File: config.mk
export PLATFORM = sky130hd
export DESIGN_NAME = dpr_regs
export DESIGN_NICKNAME = d
export VERILOG_FILES = /design/src/dpr_pkg.sv /design/src/dpr_regs.sv
export SDC_FILE = /design/constraint.sdc
export NUM_CORES = 1
export LEC_CHECK = 0
export BUFFER_PORTS_ARGS = -buffer_cell sky130_fd_sc_hd__buf_2
export CORE_MARGIN = 1
export CORE_UTILIZATION = 50
export CTS_CLUSTER_SIZE = 20
export DETAILED_ROUTE_END_ITERATION = 8
export GPL_TIMING_DRIVEN = 0
export HOLD_SLACK_MARGIN = 0.08
export PLACE_DENSITY = 0.69
export SLEW_MARGIN = 20
export SYNTH_ARGS = -nofsm -noshare
export SYNTH_HDL_FRONTEND = slang
export SYNTH_SLANG_ARGS = --single-unit
File: constraint.sdc
create_clock -name mclk -period 10.1 [get_ports mclk]
set_input_delay 3.03 -clock mclk [delete_from_list [all_inputs] [get_ports mclk]]
set_output_delay 3.03 -clock mclk [all_outputs]
set_load 0.02 [all_outputs]
File: src/dpr_pkg.sv
package dpr_pkg;

  // byte registers sit at word index = printed offset, byte address = 4 * index
  localparam int unsigned ADDR_W = 13;
  localparam int unsigned BASE_IDX = 'h69e;
  localparam int unsigned NBYTES = 50;
  localparam int unsigned STAT_IDX = 'h6f0;

  // printed offsets of the first byte of each field group
  localparam int unsigned OFF_RDIV = 'h69e;
  localparam int unsigned OFF_SDIV = 'h6a2;
  localparam int unsigned OFF_FRAC = 'h6a6;
  localparam int unsigned OFF_PLTHR = 'h6a9;
  localparam int unsigned OFF_PLFILL = 'h6ab;
  localparam int unsigned OFF_PLDRAIN = 'h6ac;
  localparam int unsigned OFF_FLTHR = 'h6ad;
  localparam int unsigned OFF_FLFILL = 'h6b0;
  localparam int unsigned OFF_FLDRAIN = 'h6b1;
  localparam int unsigned OFF_PRIO = 'h6b2;
  localparam int unsigned OFF_PERIOD = 'h6b3;
  localparam int unsigned OFF_PAD = 'h6b8;
  localparam int unsigned OFF_TOLN = 'h6ba;
  localparam int unsigned OFF_TOLW = 'h6bd;
  localparam int unsigned OFF_VALID = 'h6c0;
  localparam int unsigned OFF_REDET = 'h6c2;
  localparam int unsigned OFF_COEF = 'h6c4;

  // field positions inside the priority byte
  localparam int unsigned POS_SCALE = 7;
  localparam int unsigned POS_PROM = 3;
  localparam int unsigned POS_SEL = 0;

  // status byte bits
  localparam int unsigned ST_SLOW = 0;
  localparam int unsigned ST_PRIO = 1;
  localparam int unsigned ST_PAD = 2;

  localparam logic [19:0] SDIV_MIN = 20'h00007;
  localparam logic [9:0] NS_TO_PS = 10'h3e8;
  localparam logic [7:0] BYTE_RST = 8'h00;

  // writable bits per byte; the rest always read zero
  localparam logic [7:0] WMASK [NBYTES] = '{
    8'hff, 8'hff, 8'hff, 8'h3f, 8'hff, 8'hff, 8'h0f, 8'h00, 8'hff, 8'hf3,
    8'h3f, 8'hff, 8'hff, 8'hff, 8'hff, 8'hff, 8'hff, 8'hff, 8'hff, 8'hff,
    8'hbf, 8'hff, 8'hff, 8'hff, 8'hff, 8'hff, 8'hff, 8'hff, 8'hff, 8'hff,
    8'h0f, 8'hff, 8'hff, 8'h0f, 8'hff, 8'hff, 8'hff, 8'hff, 8'hff, 8'hff,
    8'hff, 8'hff, 8'hff, 8'h7f, 8'hff, 8'hff, 8'h3f, 8'hff, 8'hff, 8'hff
  };

  typedef struct packed {
    logic [29:0] r_div;
    logic [19:0] s_div;
    logic [9:0] frac_v;
    logic [9:0] frac_u;
    logic [15:0] pl_thr;
    logic [7:0] pl_fill;
    logic [7:0] pl_drain;
    logic [23:0] fl_thr;
    logic [7:0] fl_fill;
    logic [7:0] fl_drain;
    logic pl_scale_ns;
    logic [2:0] prom_pri;
    logic [2:0] sel_pri;
    logic [39:0] period_fs;
    logic [19:0] tol_narrow;
    logic [19:0] tol_wide;
    logic [15:0] valid_ms;
    logic [15:0] redet_ms;
    logic [15:0] a0_lin;
    logic [5:0] a1_exp;
    logic [2:0] a2_exp;
    logic [3:0] a3_exp;
    logic [16:0] b0_lin;
    logic [4:0] b1_exp;
    logic [16:0] g0_lin;
    logic [4:0] g1_exp;
    logic [14:0] d0_lin;
    logic [4:0] d1_exp;
  } dpr_cfg_t;

  typedef struct packed {
    logic [30:0] r_ratio;
    logic [20:0] s_ratio;
    logic [2:0] eff_pri;
    logic [25:0] pl_thr_ps;
  } dpr_derived_t;

endpackage

File: src/dpr_regs.sv
// The APB interface to the registers was chosen for this implementation.
`timescale 1ns/1ps
`default_nettype none
// Behaviour
// - input divider is 30 bits over four bytes, low first; ratio is value plus one.
// - feedback integer divider is 20 bits over three bytes; ratio is value plus one.
// - fraction second term is byte plus two bits; first term nibble plus six bits.
// - phase-lock threshold is 16 bits, unit chosen by the profile's scale bit.
// - scale bit, top of priority byte: clear means picoseconds, set means nanoseconds.
// - frequency-lock threshold is 24 bits over three bytes, always in picoseconds.
// - both lock detectors have their own 8-bit fill and drain rates.
// - 3-bit selection priority ranks this reference among the others.
// - active reference uses promoted priority; software keeps it at or below selection.
// - nominal reference period is 40 bits in femtoseconds, five bytes low first.
// - narrow and wide tolerances are 20 bits; third byte upper nibble unused.
// - validation timer is 16 bits in milliseconds, low byte first.
// - redetect timer is 16 bits in milliseconds, in the next two bytes.
// - each loop filter coefficient is a fraction times two to an exponent.
// - linear parts 16, 17, 17, 15 bits; exponents 6, 3, 4, 5, 5, 5 bits.
// - coefficient fields straddle bytes, e.g. sixth exponent split over two bytes.
module dpr_regs
  import dpr_pkg::*;
(
  input wire logic mclk,
  input wire logic rstn,
  input wire logic psel,
  input wire logic penable,
  input wire logic pwrite,
  input wire logic [ADDR_W-1:0] paddr,
  input wire logic [31:0] pwdata,
  input wire logic [3:0] pstrb,
  output logic [31:0] prdata,
  output logic pready,
  output logic pslverr,
  input wire logic ref_active,
  output dpr_cfg_t cfg,
  output dpr_derived_t derived,
  output logic [7:0] cfg_status
);

  ////////////////////////////////////////////////////////////////////////////
  // storage and bus decode

  logic [7:0] mem_q [NBYTES];
  logic pready_q;
  logic pslverr_q;
  logic [31:0] prdata_q;
  dpr_cfg_t cfg_q;
  dpr_cfg_t cfg_d;
  dpr_derived_t der_q;
  logic [7:0] stat_q;

  logic [10:0] idx;
  logic hit_mem;
  logic hit_stat;
  logic mapped;
  logic setup;
  logic fire;
  logic [5:0] slot;

  // byte slot of a printed offset
  function automatic logic [5:0] ix(input int unsigned off);
    int unsigned d;
    d = off - BASE_IDX;
    return d[5:0];
  endfunction

  assign idx = paddr[12:2];
  assign slot = 6'(idx - 11'(BASE_IDX));
  assign hit_mem = (paddr[1:0] == 2'h0) && (idx >= 11'(BASE_IDX))
                   && (idx < 11'(BASE_IDX + NBYTES));
  assign hit_stat = (paddr[1:0] == 2'h0) && (idx == 11'(STAT_IDX));
  assign mapped = hit_mem || hit_stat;
  assign setup = psel && !penable;
  // completion edge: access phase with our ready high
  assign fire = psel && penable && pready_q;

  // one wait state per access keeps read data a clean flop output
  always_ff @(posedge mclk or negedge rstn) begin
    if (!rstn) begin
      pready_q <= 1'b0;
    end else begin
      pready_q <= psel && penable && !pready_q;
    end
  end

  // error on unmapped, misaligned or status-write access
  always_ff @(posedge mclk or negedge rstn) begin
    if (!rstn) begin
      pslverr_q <= 1'b0;
    end else begin
      pslverr_q <= psel && penable && !pready_q && (!mapped || (pwrite && hit_stat));
    end
  end

  // read data captured in setup, held through access
  always_ff @(posedge mclk or negedge rstn) begin
    if (!rstn) begin
      prdata_q <= 32'h0000_0000;
    end else if (setup) begin
      if (!pwrite && hit_mem) begin
        prdata_q <= {24'h000000, mem_q[slot]};
      end else if (!pwrite && hit_stat) begin
        prdata_q <= {24'h000000, stat_q};
      end else begin
        prdata_q <= 32'h0000_0000;
      end
    end
  end

  // byte store; unused bits masked so they read back zero
  always_ff @(posedge mclk or negedge rstn) begin
    if (!rstn) begin
      for (int i = 0; i < NBYTES; i++) begin
        mem_q[i] <= BYTE_RST;
      end
    end else if (fire && pwrite && hit_mem && pstrb[0]) begin
      mem_q[slot] <= pwdata[7:0] & WMASK[slot];
    end
  end

  ////////////////////////////////////////////////////////////////////////////
  // field assembly from bytes

  always_comb begin
    cfg_d = '0;
    cfg_d.r_div = {mem_q[ix(OFF_RDIV+3)][5:0], mem_q[ix(OFF_RDIV+2)],
                   mem_q[ix(OFF_RDIV+1)], mem_q[ix(OFF_RDIV)]};
    cfg_d.s_div = {mem_q[ix(OFF_SDIV+2)][3:0], mem_q[ix(OFF_SDIV+1)],
                   mem_q[ix(OFF_SDIV)]};
    cfg_d.frac_v = {mem_q[ix(OFF_FRAC+1)][1:0], mem_q[ix(OFF_FRAC)]};
    cfg_d.frac_u = {mem_q[ix(OFF_FRAC+2)][5:0], mem_q[ix(OFF_FRAC+1)][7:4]};
    cfg_d.pl_thr = {mem_q[ix(OFF_PLTHR+1)], mem_q[ix(OFF_PLTHR)]};
    cfg_d.pl_fill = mem_q[ix(OFF_PLFILL)];
    cfg_d.pl_drain = mem_q[ix(OFF_PLDRAIN)];
    cfg_d.fl_thr = {mem_q[ix(OFF_FLTHR+2)], mem_q[ix(OFF_FLTHR+1)],
                    mem_q[ix(OFF_FLTHR)]};
    cfg_d.fl_fill = mem_q[ix(OFF_FLFILL)];
    cfg_d.fl_drain = mem_q[ix(OFF_FLDRAIN)];
    cfg_d.pl_scale_ns = mem_q[ix(OFF_PRIO)][POS_SCALE];
    cfg_d.prom_pri = mem_q[ix(OFF_PRIO)][POS_PROM+:3];
    cfg_d.sel_pri = mem_q[ix(OFF_PRIO)][POS_SEL+:3];
    cfg_d.period_fs = {mem_q[ix(OFF_PERIOD+4)], mem_q[ix(OFF_PERIOD+3)],
                       mem_q[ix(OFF_PERIOD+2)], mem_q[ix(OFF_PERIOD+1)],
                       mem_q[ix(OFF_PERIOD)]};
    cfg_d.tol_narrow = {mem_q[ix(OFF_TOLN+2)][3:0], mem_q[ix(OFF_TOLN+1)],
                        mem_q[ix(OFF_TOLN)]};
    cfg_d.tol_wide = {mem_q[ix(OFF_TOLW+2)][3:0], mem_q[ix(OFF_TOLW+1)],
                      mem_q[ix(OFF_TOLW)]};
    cfg_d.valid_ms = {mem_q[ix(OFF_VALID+1)], mem_q[ix(OFF_VALID)]};
    cfg_d.redet_ms = {mem_q[ix(OFF_REDET+1)], mem_q[ix(OFF_REDET)]};
    // coefficients: fraction times two to the exponent
    cfg_d.a0_lin = {mem_q[ix(OFF_COEF+1)], mem_q[ix(OFF_COEF)]};
    cfg_d.a1_exp = mem_q[ix(OFF_COEF+2)][5:0];
    cfg_d.a2_exp = {mem_q[ix(OFF_COEF+3)][0], mem_q[ix(OFF_COEF+2)][7:6]};
    cfg_d.b0_lin = {mem_q[ix(OFF_COEF+5)][1:0], mem_q[ix(OFF_COEF+4)],
                    mem_q[ix(OFF_COEF+3)][7:1]};
    cfg_d.b1_exp = mem_q[ix(OFF_COEF+5)][6:2];
    cfg_d.g0_lin = {mem_q[ix(OFF_COEF+8)][0], mem_q[ix(OFF_COEF+7)],
                    mem_q[ix(OFF_COEF+6)]};
    cfg_d.g1_exp = mem_q[ix(OFF_COEF+8)][5:1];
    cfg_d.d0_lin = {mem_q[ix(OFF_COEF+10)][6:0], mem_q[ix(OFF_COEF+9)]};
    cfg_d.d1_exp = {mem_q[ix(OFF_COEF+11)][3:0], mem_q[ix(OFF_COEF+10)][7]};
    cfg_d.a3_exp = mem_q[ix(OFF_COEF+11)][7:4];
  end

  // registered so the core sees glitch-free fields
  always_ff @(posedge mclk or negedge rstn) begin
    if (!rstn) begin
      cfg_q <= '0;
    end else begin
      cfg_q <= cfg_d;
    end
  end

  ////////////////////////////////////////////////////////////////////////////
  // values the core consumes directly

  // reset values match a zeroed profile: ratios of one
  always_ff @(posedge mclk or negedge rstn) begin
    if (!rstn) begin
      der_q.r_ratio <= 31'h0000_0001;
      der_q.s_ratio <= 21'h00_0001;
      der_q.eff_pri <= 3'h0;
      der_q.pl_thr_ps <= 26'h000_0000;
    end else begin
      der_q.r_ratio <= {1'b0, cfg_q.r_div} + 31'h0000_0001;
      der_q.s_ratio <= {1'b0, cfg_q.s_div} + 21'h00_0001;
      der_q.eff_pri <= ref_active ? cfg_q.prom_pri : cfg_q.sel_pri;
      // nanosecond scale widened to picoseconds here
      der_q.pl_thr_ps <= cfg_q.pl_scale_ns ? 26'(cfg_q.pl_thr) * 26'(NS_TO_PS)
                                           : {10'h000, cfg_q.pl_thr};
    end
  end

  // software mistakes are only flagged, never corrected
  always_ff @(posedge mclk or negedge rstn) begin
    if (!rstn) begin
      stat_q <= 8'h00;
    end else begin
      stat_q <= 8'h00;
      stat_q[ST_SLOW] <= cfg_q.s_div < SDIV_MIN;
      stat_q[ST_PRIO] <= cfg_q.prom_pri > cfg_q.sel_pri;
      stat_q[ST_PAD] <= |{mem_q[ix(OFF_PAD+1)], mem_q[ix(OFF_PAD)]};
    end
  end

  assign prdata = prdata_q;
  assign pready = pready_q;
  assign pslverr = pslverr_q;
  assign cfg = cfg_q;
  assign derived = der_q;
  assign cfg_status = stat_q;

  logic [5:0] wslot_h;
  logic [7:0] wval_h;
  logic wfire_h;
  // last completed write, for the readback check
  always_ff @(posedge mclk or negedge rstn) begin
    if (!rstn) begin
      wfire_h <= 1'b0;
      wslot_h <= 6'h00;
      wval_h <= 8'h00;
    end else begin
      wfire_h <= fire && pwrite && hit_mem && pstrb[0];
      wslot_h <= slot;
      wval_h <= pwdata[7:0] & WMASK[slot];
    end
  end
endmodule
`default_nettype wire

==> run metrics <==
final hold violation count 0; Total Routing Usage GR between 30% and 40%; commonest non-fill, non-tap cell in the layout dfrtp_1; switching power roughly 1.6 mW; prevailing post-synth register cell dfrtp_1; first-pass GRT wire length about 160000 µm; Setup Fix Bufs, Post-CTS 0; vias in the first global route 24.54k; Placed Instances roughly 4.1k; CTS Sinks about 850; Synth cell types around 80; Layout Skew ~0.027 ns; final setup violation count 0; CTS tree done; clock slew at reported path FFs around 0.070 ns; Area Overhead vs Synth 19.90%; #FFs+latches synth around 850; Worst EP arrival between 6 and 7 ns; Initial Util around half; max_cap viols 0; DR WL/cell around 25 µm; CP peak stage delay roughly 0.8 ns; Reg power frac 48.6%; Resize count post-CTS 0; 1st-pass router iterations 6; hpwl dp approximately 80000 µm; crit share post-route 61.88%; hold path cells 0; Worst Slack Setup Final just under 4 ns; max-slew violation count 0; FP Rows 95; power share of the clock group between 40 and 50%; worst reg-to-reg path cell count 14; fmax between 150 and 200 MHz; Crit Path Max Fanout 10; Internal Power 5.373 mW; root buffer cell clkbuf_16; Critical Path RT roughly 11 ns; Peak VDD IR ~0.00012 V; synthesized cell area between 0.03 and 0.04 mm²; Worst Setup Start Kind primary input; I/O pin total approximately 530; Die X approximately 260 µm; pin count of the biggest net entering global routing between 100 and 150; CP delay by family, top buffers and inverters; clk_lat worst skew approximately 0.65 ns; Setup TNS 0 ns; clock tree buffer depth 3; Comb power frac 4.4%; Avg Cell Area, Syn around 13 µm²; Final ANT Viol Nets 0; critical-path cell list buf_2, buf_6, inv_2, ha_1, buf_2, buf_2, buf_1, mux4_2, mux2i_1, a21oi_1, a32o_1; Top cell by count, worst path buf_2; type of the worst setup path in2reg; slowest stage cell, crit path buf_1; hold-fix buffers at CTS 0; Worst Setup End Kind register; vias per cell ~5.7; total grt overflow 0; final WL 107000 µm; initial antenna violation count 9; FILL cells roughly 5.4k; Max-slew headroom around a fifth; P_leak roughly 21 nW; register area share after synthesis between 60% and 70%; Total Power between 6 and 7 mW; commonest cells after routing, fill and taps aside 846 x dfrtp_1, 532 x nand2_1, 502 x buf_2; Core Footprint 0.06740 mm²; switch share a little under a quarter; post-synthesis async set-or-reset flop share between 90% and 100%; Initial DRC Count approximately 2.5k; post-synthesis cell count around 2.7k; DIE AREA roughly 0.069 mm²; gpl congestion a little over 0.9; Nets ~3.5k; Layout Cells excl Fill around 4.3k; pre-CTS setup slack ~3.3 ns; Via Count 24.33k; Worst path depth 11; Post-synth EDFFs 0; layout cells sized above 1 ~28%; WP buf/inv 6; pwr/cell area ~170 mW/mm²; actual slew at the worst max-slew pin 1.174 ns; status finished clean; Synth warnings 0; Buffers on Ports approximately 470; RSZ-0062 raised after global routing false; Die H between 200 and 300 µm; DRC 0; H-tree levels 3; Hold Path Class reg2reg; crit path time final ~6.2 ns; TritonCTS Buffers 87
==> cells in the mapped netlist, types with 20 or more instances <==
cell | instances | share of area (%)
mux4_2 | 96 | 6.3
o21ai_1 | 36 | 0.53
nand3_1 | 43 | 0.63
mux2i_1 | 27 | 0.79
inv_1 | 93 | 1.0
xnor2_1 | 48 | 1.2
nand2_1 | 532 | 5.8
ha_1 | 62 | 2.3
clkbuf_1 | 54 | 0.59
nor2_1 | 31 | 0.34
o21ai_0 | 374 | 5.5
fa_1 | 54 | 3.2
buf_2 | 29 | 0.42
o21ai_2 | 23 | 0.59
and3_1 | 20 | 0.37
buf_4 | 66 | 1.5
a21oi_1 | 26 | 0.38
dfrtp_1 | 846 | 62
and2_1 | 20 | 0.37
buf_6 | 21 | 0.69
==> sequential cells by signal, summed over array words and instances (netlist names) <==
signal,flops
cfg,354
cfg_d,354
derived,81
mem_q,46
prdata,8
cfg_status,3
pready,1
pslverr,1
==> layout make-up <==
type / instances / area, µm² / share of cell area [%]
Sequential cell: 848 / 21220 / 51.81
Buffer: 178 / 1119 / 2.731
Tap cell: 873 / 1092 / 2.666
Inverter: 94 / 352.8 / 0.8613
Antenna cell: 4 / 10.01 / 0.02443
Multi-Input combinational cell: 1617 / 11580 / 28.27
Timing Repair Buffer: 483 / 2630 / 6.420
Clock buffer: 109 / 2431 / 5.935
Clock inverter: 48 / 526.8 / 1.286
==> power by group through the flow <==
stage,clock (mW),combinational [mW],sequential [mW]
5_1_grt,3.46,0.327,3.40
3_5_place_dp,0,0.306,3.46
2_1_floorplan,0,0.134,3.46
4_1_cts,3.33,0.306,3.40
3_3_place_gp,0,0.287,3.46
6_report,3.29,0.307,3.40
==> logic make-up after synthesis <==
kind of cell	Yosys count	synth area share [%]
XOR/XNOR	65	1.666
AND/OR/NAND/NOR	730	9.866
AO/OA/AOI/OAI	535	8.862
adder cells (fa/ha/maj)	116	5.435
other	1	0.01098
multiplexers	142	7.745
flip-flops	848	62.12
buffers and inverters	272	4.299
==> worst register-to-register path: cells and delay by family (launching register included) <==
kind / cells / cell delay, ns
mux: 1 / 0.11
simple gates: 2 / 0.30
fa+ha+maj: 5 / 2.37
buf+inv: 2 / 0.20
xor+xnor: 1 / 0.21
compound gates: 3 / 0.82
flops: 1 / 0.50
==> final timing paths <==
check | endpoint | start | slack (ns)
max | prdata[4] | paddr[3] | 3.85
min | cfg[136] | cfg_d[136] | 0.39
max reg2reg | derived[15] | cfg[270] | 5.44
min reg2reg | cfg[136] | cfg_d[136] | 0.39
max in group asynchronous | cfg[24] | rstn | 5.66
min in group asynchronous | derived[13] | rstn | 2.31
==> through the flow <==
stage	hold WS, ns	instance area [µm²]	util (%)
floorplan	0.3666	34270	-
global placement	0.3802	37740	55.99
detailed placement	0.3834	38000	56.38
CTS	0.3903	40950	60.77
global route	0.4089	40960	60.78
finish	0.3851	40960	60.78
==> layer usage <==
| metal | GRT usage, % | part of all wire [%] | vias up |
|---|---|---|---|
| li1 | - | - | 10410 |
| met1 | 42.47 | 40 | 12500 |
| met2 | 49.71 | 48 | 1184 |
| met3 | 5.855 | 7.6 | 224 |
| met4 | 13.89 | 4.3 | 8 |
| met5 | 0 | 0.050 | - |
Power figures use the tool's default switching activity.
